`src/core/gbsm_pkg.sv`:
```
// constants, state and register types for the gigabit ethernet receive sync machine
// assumes decoded code groups arrive on the recovered parallel clock, one per valid cycle
// Behaviour
// - three valid sync ordered sets acquire sync
// - four uncancelled errored groups while synced lose sync
// - four consecutive good groups decrement error count
// - comma pattern length selectable seven or ten
// - sync set is comma plus odd data
// - search starts only after digital reset release
// - sync output holds high until loss
package gbsm_pkg;

	localparam int CNT_W = 9;

	localparam logic [CNT_W-1:0] SETS_TO_SYNC    = 9'h003;
	localparam logic [CNT_W-1:0] ERRS_TO_LOSE    = 9'h004;
	localparam logic [CNT_W-1:0] GOOD_TO_FORGIVE = 9'h004;
	localparam logic [CNT_W-1:0] CNT_ZERO        = 9'h000;
	localparam logic [CNT_W-1:0] CNT_ONE         = 9'h001;

	// comma patterns, bit 9 is the first bit on the line
	localparam logic [9:0] COMMA10_POS = 10'h0FA;
	localparam logic [9:0] COMMA10_NEG = 10'h305;
	localparam logic [6:0] COMMA7_POS  = 7'h1F;
	localparam logic [6:0] COMMA7_NEG  = 7'h60;

	typedef enum logic [1:0] {
		ST_LOS,
		ST_CDET,
		ST_ACQ,
		ST_SYNC
	} gbsm_state_type;

	typedef struct packed {
		gbsm_state_type   state;
		logic [CNT_W-1:0] sets;
		logic [CNT_W-1:0] errs;
		logic [CNT_W-1:0] good;
		logic             last_even;
	} gbsm_regs_type;

	localparam gbsm_regs_type REGS_RESET = '{
		state:     ST_LOS,
		sets:      9'h000,
		errs:      9'h000,
		good:      9'h000,
		last_even: 1'b0
	};

endpackage

```
`src/core/gbsm_comma_detect.sv`:
```
// comma detector for one received 10-bit code group
// assumes the group is already word aligned; purely combinational
`timescale 1ns/1ps
module gbsm_comma_detect
	import gbsm_pkg::*;
(
	input  wire logic [9:0] raw_group,
	input  wire logic       pat_len_10,
	output logic            comma_hit
);

	// seven-bit mode looks at the leading comma bits only, either disparity
	always_comb begin
		if (pat_len_10) begin
			comma_hit = (raw_group == COMMA10_POS) || (raw_group == COMMA10_NEG);
		end else begin
			comma_hit = (raw_group[9:3] == COMMA7_POS) || (raw_group[9:3] == COMMA7_NEG);
		end
	end

endmodule

```
`src/core/gbsm_sync.sv`:
```
// receive lane synchronization state machine for gigabit ethernet mode
// assumes code groups, classification flags, mode and digital reset all come from
// logic on ref_clk, so none of them is resynchronised here
`timescale 1ns/1ps
module gbsm_sync
	import gbsm_pkg::*;
#(
	parameter logic [CNT_W-1:0] SETS_N = SETS_TO_SYNC,
	parameter logic [CNT_W-1:0] ERRS_N = ERRS_TO_LOSE,
	parameter logic [CNT_W-1:0] GOOD_N = GOOD_TO_FORGIVE
) (
	input  wire logic             ref_clk,
	input  wire logic             arst_n,
	input  wire logic             rx_digitalreset,
	input  wire logic             gbe_mode,
	input  wire logic             pat_len_10,
	input  wire logic             cg_valid,
	input  wire logic [9:0]       cg_raw,
	input  wire logic             cg_ctrl,
	input  wire logic             cg_code_err,
	output logic                  sync_acquired,
	output logic [CNT_W-1:0]      err_level
);

	gbsm_regs_type r_q;
	gbsm_regs_type r_d;
	logic          comma_hit;
	logic          is_comma;
	logic          grp_bad;
	logic          data_ok;
	logic          comma_ok;
	logic          held;

	gbsm_comma_detect u_comma (
		.raw_group  (cg_raw),
		.pat_len_10 (pat_len_10),
		.comma_hit  (comma_hit)
	);

	// a comma landing on an odd position is an error, which also restarts alignment
	assign is_comma = comma_hit && !cg_code_err;
	assign grp_bad  = cg_code_err || (is_comma && r_q.last_even);
	assign data_ok  = !cg_code_err && !cg_ctrl && !comma_hit;
	assign comma_ok = is_comma && !r_q.last_even;
	assign held     = rx_digitalreset || !gbe_mode;

	// next state; reset or mode off parks the machine so no search runs meanwhile
	always_comb begin
		r_d = r_q;
		if (held) begin
			r_d = REGS_RESET;
		end else if (cg_valid) begin
			r_d.last_even = is_comma ? 1'b1 : ~r_q.last_even;
			case (r_q.state)
				ST_LOS: begin
					if (is_comma) begin
						r_d.state = ST_CDET;
						r_d.sets  = CNT_ZERO;
						r_d.last_even = 1'b1;
					end
				end
				ST_CDET: begin
					// the group after a comma must be data or the search restarts from loss of sync
					if (data_ok) begin
						if (CNT_W'(r_q.sets + CNT_ONE) >= SETS_N) begin
							r_d.state = ST_SYNC;
							r_d.errs  = CNT_ZERO;
							r_d.good  = CNT_ZERO;
						end else begin
							r_d.state = ST_ACQ;
						end
						r_d.sets = CNT_W'(r_q.sets + CNT_ONE);
					end else begin
						r_d.state = ST_LOS;
					end
				end
				ST_ACQ: begin
					if (grp_bad) begin
						r_d.state = ST_LOS;
					end else if (comma_ok) begin
						r_d.state = ST_CDET;
					end
				end
				ST_SYNC: begin
					if (grp_bad) begin
						r_d.good = CNT_ZERO;
						r_d.errs = CNT_W'(r_q.errs + CNT_ONE);
						if (CNT_W'(r_q.errs + CNT_ONE) >= ERRS_N) begin
							r_d.state = ST_LOS;
							r_d.sets  = CNT_ZERO;
						end
					end else if (CNT_W'(r_q.good + CNT_ONE) >= GOOD_N) begin
						// forgiving at zero would wrap, so the count just restarts
						r_d.good = CNT_ZERO;
						if (r_q.errs != CNT_ZERO) begin
							r_d.errs = CNT_W'(r_q.errs - CNT_ONE);
						end
					end else begin
						r_d.good = CNT_W'(r_q.good + CNT_ONE);
					end
				end
				default: begin
					r_d = REGS_RESET;
				end
			endcase
		end
	end

	// single state register
	always_ff @(posedge ref_clk or negedge arst_n) begin
		if (!arst_n) begin
			r_q <= REGS_RESET;
		end else begin
			r_q <= r_d;
		end
	end

	// err_level straight from the error flops; sync_acquired is decoded from the state register
	assign sync_acquired = (r_q.state == ST_SYNC);
	assign err_level     = r_q.errs;
endmodule

```
`config.mk`:
```
export PLATFORM = sky130hd
export DESIGN_NAME = gbsm_sync
export DESIGN_NICKNAME = d
export VERILOG_FILES = /design/src/core/gbsm_pkg.sv /design/src/core/gbsm_comma_detect.sv /design/src/core/gbsm_sync.sv
export SDC_FILE = /design/constraint.sdc
export NUM_CORES = 1
export LEC_CHECK = 0
export BUFFER_PORTS_ARGS = -buffer_cell sky130_fd_sc_hd__buf_2
export CAP_MARGIN = 15
export CELL_PAD_IN_SITES_DETAIL_PLACEMENT = 1
export CELL_PAD_IN_SITES_GLOBAL_PLACEMENT = 2
export CORE_UTILIZATION = 36
export DETAILED_ROUTE_END_ITERATION = 8
export GPL_TIMING_DRIVEN = 0
export PLACE_DENSITY = 0.88
export SLEW_MARGIN = 40
export SYNTH_ARGS = -nofsm -noshare
export SYNTH_HDL_FRONTEND = slang
export SYNTH_HIERARCHICAL = 1
export SYNTH_SLANG_ARGS = --single-unit
export TNS_END_PERCENT = 30
```
`constraint.sdc`:
```
create_clock -name ref_clk -period 3.5 [get_ports ref_clk]
set_clock_uncertainty 0.05 [all_clocks]
set_input_delay 0.175 -clock ref_clk [delete_from_list [all_inputs] [get_ports ref_clk]]
set_output_delay 0.175 -clock ref_clk [all_outputs]
set_load 0.1 [all_outputs]
```
## Word-level counts from Yosys, hierarchy flattened

Index checks and enable logic that the tools add are counted.

- Equality and inequality tests: 15
- Shifts and indexed selects: 0
- Mux-type cells: 22
- Multipliers: 0
- Bitwise logic cells: 1
- $lt $le $gt $ge: 3
- Reductions and logical operators: 23
- Add/sub/neg operators: 4
- Divide/modulo/power cells: 0

Operators by type and width:

| operator | number |
|---|---|
| 30-bit two-way mux | 2 |
| 18-bit two-way mux | 2 |
| 18-bit case mux with 2 select lines | 1 |
| 11-bit two-way mux | 3 |
| 9-bit by 1-bit adder with 9-bit output (second input constant) | 3 |
| 27-bit two-way mux | 1 |
| 9-bit two-way mux | 3 |
| 9-bit case mux with 3 select lines | 1 |
| 9-bit by 3-bit greater-or-equal comparator with 1-bit output (second input constant) | 2 |
| 6-bit AND reduction | 2 |
| 10-bit equality test (second input constant) | 1 |
| 10-bit by 8-bit equality test with 1-bit output (second input constant) | 1 |
| 9-bit by 2-bit greater-or-equal comparator with 1-bit output (second input constant) | 1 |
| 3-bit inequality test (second input constant) | 3 |
| 9-bit nonzero test | 1 |
| 9-bit by 1-bit subtractor with 9-bit output (second input constant) | 1 |
| 4-bit by 1-bit inequality test with 1-bit output (second input constant) | 2 |
| 2-bit case mux with 4 select lines | 1 |
| 7-bit by 5-bit equality test with 1-bit output (second input constant) | 1 |
| 7-bit equality test (second input constant) | 1 |
| 2-bit two-way mux | 3 |
| 3-bit by 1-bit inequality test with 1-bit output (second input constant) | 2 |
| 1-bit logical AND | 5 |
| 1-bit logical NOT | 5 |
| 12 further kinds | 20 |

- Memories kept: 0
- Word-level logic and storage cells: 73
- Input port bits: 18
- Memory bits (read-only): 0
- Register bits after elaboration: 30
- Latch bits: 0
- Output and inout port bits: 10
- Bits in writable memories: 0

## Longest topological paths before layout

- Depth after elaboration: 10
- Mapped depth: 10
- Depth with buffers taken out: 9

## Modules after synthesis

The synthesis kept the hierarchy.

Modules (own cells, without submodules):

| module | instances | seq. area each (µm²) | cells an instance | area an instance (µm²) |
|---|---|---|---|---|
| gbsm_sync | 1 | 750.7 | 258 | 2244.7 |
| gbsm_comma_detect | 1 | 0.0 | 9 | 73.8 |

## Least setup slack after synthesis

No wires, ideal clock.

- Path type: input to register
- Start: input cg_raw[4]
- End: register r_q, in the netlist err_level[7]
- Cell stages on the path: 9
- Required time: 3.324 ns
- Data arrival time: 2.365 ns
- Setup slack: 0.959 ns
- Buffers on the path: 0
- Library setup time: 0.126 ns
- Cell sequence: or4b_1 > nor4b_2 > o2bb2ai_1 > a21o_1 > nor4_1 > a22o_1 > a41oi_2 > nand2_4 > a221o_1

- Longest elaborated chain between the ends: 10
- Elaborated cells between the ends (all ways): 20
- Classes of those cells: eq/ne (7); mux (5); reduce/logical (8)

Ends and longest elaborated chain:

| element | line | source |
|---|---|---|
| from (decl) | gbsm_sync.sv:18 | `input wire logic [9:0] cg_raw,` |
| 10-bit by 8-bit equality test with 1-bit output (tied with other cells) | gbsm_comma_detect.sv:15 | `comma_hit = (raw_group == COMMA10_POS) \|\| (raw_group == COMMA10_NEG);` |
| 1-bit logical OR (on tied branches) | gbsm_comma_detect.sv:15, gbsm_comma_detect.sv:17 |  |
| 1-bit two-way mux (*) | gbsm_comma_detect.sv:14 | `if (pat_len_10) begin` |
| via comma_hit | gbsm_sync.sv:27 | `logic comma_hit;` |
| 1-bit logical AND | gbsm_sync.sv:41 | `assign is_comma = comma_hit && !cg_code_err;` |
| 1-bit logical AND | gbsm_sync.sv:42 | `assign grp_bad = cg_code_err \|\| (is_comma && r_q.last_even);` |
| 1-bit logical OR | gbsm_sync.sv:42 |  |
| 18-bit two-way mux | gbsm_sync.sv:85 | `if (grp_bad) begin` |
| 18-bit case mux with 2 select lines | gbsm_sync.sv:54 | `case (r_q.state)` |
| 30-bit two-way mux | gbsm_sync.sv:52 | `end else if (cg_valid) begin` |
| 30-bit two-way mux | gbsm_sync.sv:50 | `if (held) begin` |
| to (signal assigned) | gbsm_sync.sv:114 | `r_q <= r_d;` |
| to (decl) | gbsm_sync.sv:25 | `gbsm_regs_type r_q;` |

The timed path passes the listed nets; every way through them passes the cells marked *. The select of a mux whose other input is x is not followed.
A chain may end at the register's enable or synchronous reset.

## Final worst setup path

- Start: register r_q[19] in the netlist's numbering
- End: register r_q, in the netlist err_level[0]

- Longest elaborated chain between the ends: 4

Ends and longest elaborated chain:

| element | line | source |
|---|---|---|
| 9-bit by 1-bit adder with 9-bit output | gbsm_sync.sv:65 | `if (CNT_W'(r_q.sets + CNT_ONE) >= SETS_N) begin` |
| 9-bit by 2-bit greater-or-equal comparator with 1-bit output | gbsm_sync.sv:65 |  |
| 3-bit inequality test (no line) | - |  |
| 6-bit AND reduction (no line) | - |  |

Every way passes these cells.

==> key figures <==
Synthesis
  • Synth Net Count: 292
  • Synthesis-stage register bit count: 30
  • Post-synthesis sequential area ratio: 0.3238
  • Async set-reset flop share out of synthesis: 1.000
  • Synth cell types: 59
  • Synth warnings: 6
  • Largest area contributor in the netlist: dfrtp_1
  • Primary FF master, synth: dfrtp_1
  • Syn Std Cell Area: 0.002318 mm²
  • Synth area leaders: dfrtp_1 32%, ha_1 3.8%, o2bb2ai_1 3.4%
  • Syn Inst Count: 267
  • Number of synthesized flops with an enable pin: 0
  • Share of the synthesized area in the top cell type: 0.3238
  • Avg Inst Size Synth: 8.683 µm²

Power
  • Worst IR Drop VDD: 0.0001446 V
  • Leak pwr: 1.214 nW
  • Pwr Density: 267.3 mW/mm²

Critical path
  • Setup crit end kind: flop
  • Reg-to-Reg End: err_level[0]$_DFFE_PN0P_
  • Critical path fanouts, max: 9
  • Slowest cell on the critical path: dfrtp_1
  • CP max stage delay: 0.46 ns
  • Register-to-Register Path Depth: 8
  • CP Buf/Inv Count: 1
  • Crit-path cells: ha_1, and3_1, buf_6, a211o_1, a2111oi_4, a41oi_2, nand2_4, mux2_4
  • Critical Path RT: 3.62 ns
  • Crit path kind: flop to flop
  • Crit start category: flop
  • Worst endpoint data arrival time: 2.82 ns
  • Crit path max-delay family: compound AO/OA/AOI/OAI gates
  • Worst r2r src: r_q[19]$_DFFE_PN0P_
  • Reg2Reg Setup Slack: 0.80 ns

Status
  • Run status: finished, final reports clean

STA
  • Hold WS: 0.1914 ns
  • Setup violators final: 0
  • Crit path time final: 2.699 ns
  • Crit share post-route: 0.7712
  • Worst Tran Pin Value: 0.5500 ns
  • Slew Limit Fails: 0
  • Setup TNS: 0 ns
  • FMAX: 370.5 MHz
  • Final hold vios: 0
  • RSZ-0062 raised after global routing: no
  • Relative slew slack: 0.6323

CTS
  • CTS Root Cell: clkbuf_8
  • Worst-skew pair later-pin latency: 0.29 ns
  • TritonCTS clock tree: done
  • Cts bufs inserted: 5
  • CTS Buffer Depth: 2
  • Setup Fix Bufs, Post-CTS: 0
  • H-tree levels: 2
  • Worst-path clk slew: 0.07 ns
  • Clk sinks: 30

Die
  • Io pins: 28
  • Die Height: 82.25 µm
  • Core area: 0.006061 mm²
  • Initial Utilization: 0.3825
  • Cell row count: 28
  • Die width: 82.25 µm
  • Die ar.: 0.006765 mm²

Routing
  • Iter 0 DRT Violations: 84
  • DRT Pass-1 Iters: 4
  • Via count: 2163
  • Final ANT Viol Nets: 0
  • WL/cell: 15.67 µm
  • Vias per cell: 5.722
  • Total Routed Length: 5.922 mm
  • DRC: 0

Global routing
  • Total global-route track usage: 0.1923
  • Largest net degree at the start of global routing: 31
  • First-pass GRT wire length: 9.894 mm
  • Initial antenna violation count: 0
  • Vias in the first global route: 2059
  • Global route overflow: 0

Place
  • Routability congestion estimate: 0.8399
  • Dpl cells: 369
  • DPL Wire Length: 4.326 mm
  • IO buf count: 27

Layout
  • Share of layout cells above drive strength 1: 0.1980
  • Layout Cells excl Fill: 378
  • Most frequent cells in the layout: 30 x dfrtp_1, 28 x buf_2, 20 x nand2_1
  • Area grow syn2layout: 14.35%
  • Commonest non-fill, non-tap cell in the layout: dfrtp_1
  • N_diodes: 0
  • Fin nets: 327

Flow run
  • Max-Cap Viols: 0

Min path
  • Hold Crit Class: primary input to flop
  • Worst hold path startpoint: cg_valid
  • Hold-critical path depth: 3
  • Min-Delay Endpoint: r_q[0]$_DFFE_PN0N_
[synth_stat cells, types with 5 or more instances]
library cell,number
a22oi_1,7
inv_1,8
o21ai_0,15
dfrtp_1,30
o31ai_1,6
nor4_1,7
ha_1,7
nand2_1,20
nand3_1,8
nor2_1,17
buf_4,9
clkbuf_1,7
nand4_1,5
and3_1,5
and2_1,9
nor3_1,13
o32ai_1,5
a21oi_1,9
nand2b_1,6
o2bb2ai_1,9
[through the flow]
stage | cell area (µm²) | power [W] | util | worst slack, ns
2_1_floorplan | 2318 | 0.0003856 | - | 0.9591
5_1_grt | 2651 | 0.0007418 | 0.4374 | 0.6886
6_report | 2651 | 0.0007087 | 0.4374 | 0.8006
3_5_place_dp | 2547 | 0.0004157 | 0.4203 | 0.5157
4_1_cts | 2649 | 0.0007227 | 0.4370 | 0.7977
3_3_place_gp | 2547 | 0.0004139 | 0.4203 | 0.5383
[worst max-delay path by stage]
stage	from	endpoint	cells after the start
2_1_floorplan	cg_raw[4]	err_level[7]$_DFFE_PN0P_	9
3_3_place_gp	cg_raw[4]	err_level[7]$_DFFE_PN0P_	10
3_5_place_dp	cg_raw[4]	err_level[7]$_DFFE_PN0P_	10
4_1_cts	r_q[19]$_DFFE_PN0P_	err_level[0]$_DFFE_PN0P_	8
5_1_grt	r_q[19]$_DFFE_PN0P_	err_level[0]$_DFFE_PN0P_	8
6_report	r_q[19]$_DFFE_PN0P_	err_level[0]$_DFFE_PN0P_	8
[layer usage]
layer	vias to the layer above	share of wire	global-route usage
met5	-	0	0
met4	0	0.012	0.06316
met3	8	0.034	0.03297
met2	33	0.45	0.3124
met1	1049	0.50	0.2571
li1	1073	-	-
[flip-flops by register name (all words and copies together), names as in the netlist]
name,cells
r_q,21
err_level,9
[cell families (layout without fill, tap and decap cells)]
logic type,after synthesis,after routing,synth area share
buffers and inverters,28,64,0.06422
multiplexers,5,5,0.02428
flip-flops,30,30,0.3238
AND/OR/NAND/NOR,112,112,0.2693
adder cells (fa/ha/maj),7,7,0.03777
XOR/XNOR,7,7,0.02644
AO/OA/AOI/OAI,78,78,0.2542
[worst reg2reg max path: stages, from the launching register on]
cell and delay, ns:
dfrtp_1 0.46, ha_1 0.30, and3_1 0.21, buf_6 0.13, a211o_1 0.28, a2111oi_4 0.43, a41oi_2 0.19, nand2_4 0.20
mux2_4 0.32
[report_power, final]
part / leakage [nW] / internal, W / total [W] / switching, W
Sequential: 0.419 / 0.000347 / 0.000348 / 0.000000631
Clock: 0.0482 / 0.000159 / 0.000300 / 0.000141
Combinational: 0.747 / 0.0000232 / 0.0000612 / 0.0000380
[cell type report]
type / instances / area [µm²]
buffer: 20 / 118.9
fill: 746 / 3410
clock inverter: 1 / 5.005
multi-input combinational: 209 / 1419
inverter: 8 / 30.03
tap: 75 / 93.84
clock buffer: 7 / 86.33
sequential: 30 / 750.7
timing repair buffer: 28 / 147.6
[repair_timing]
item | 4_1_cts | 5_1_grt
hold buffers | 1 | 0
gates resized for setup | 0 | 0
endpoints found under the hold margin | 30 | 0
(Power assumes the default switching activity.)
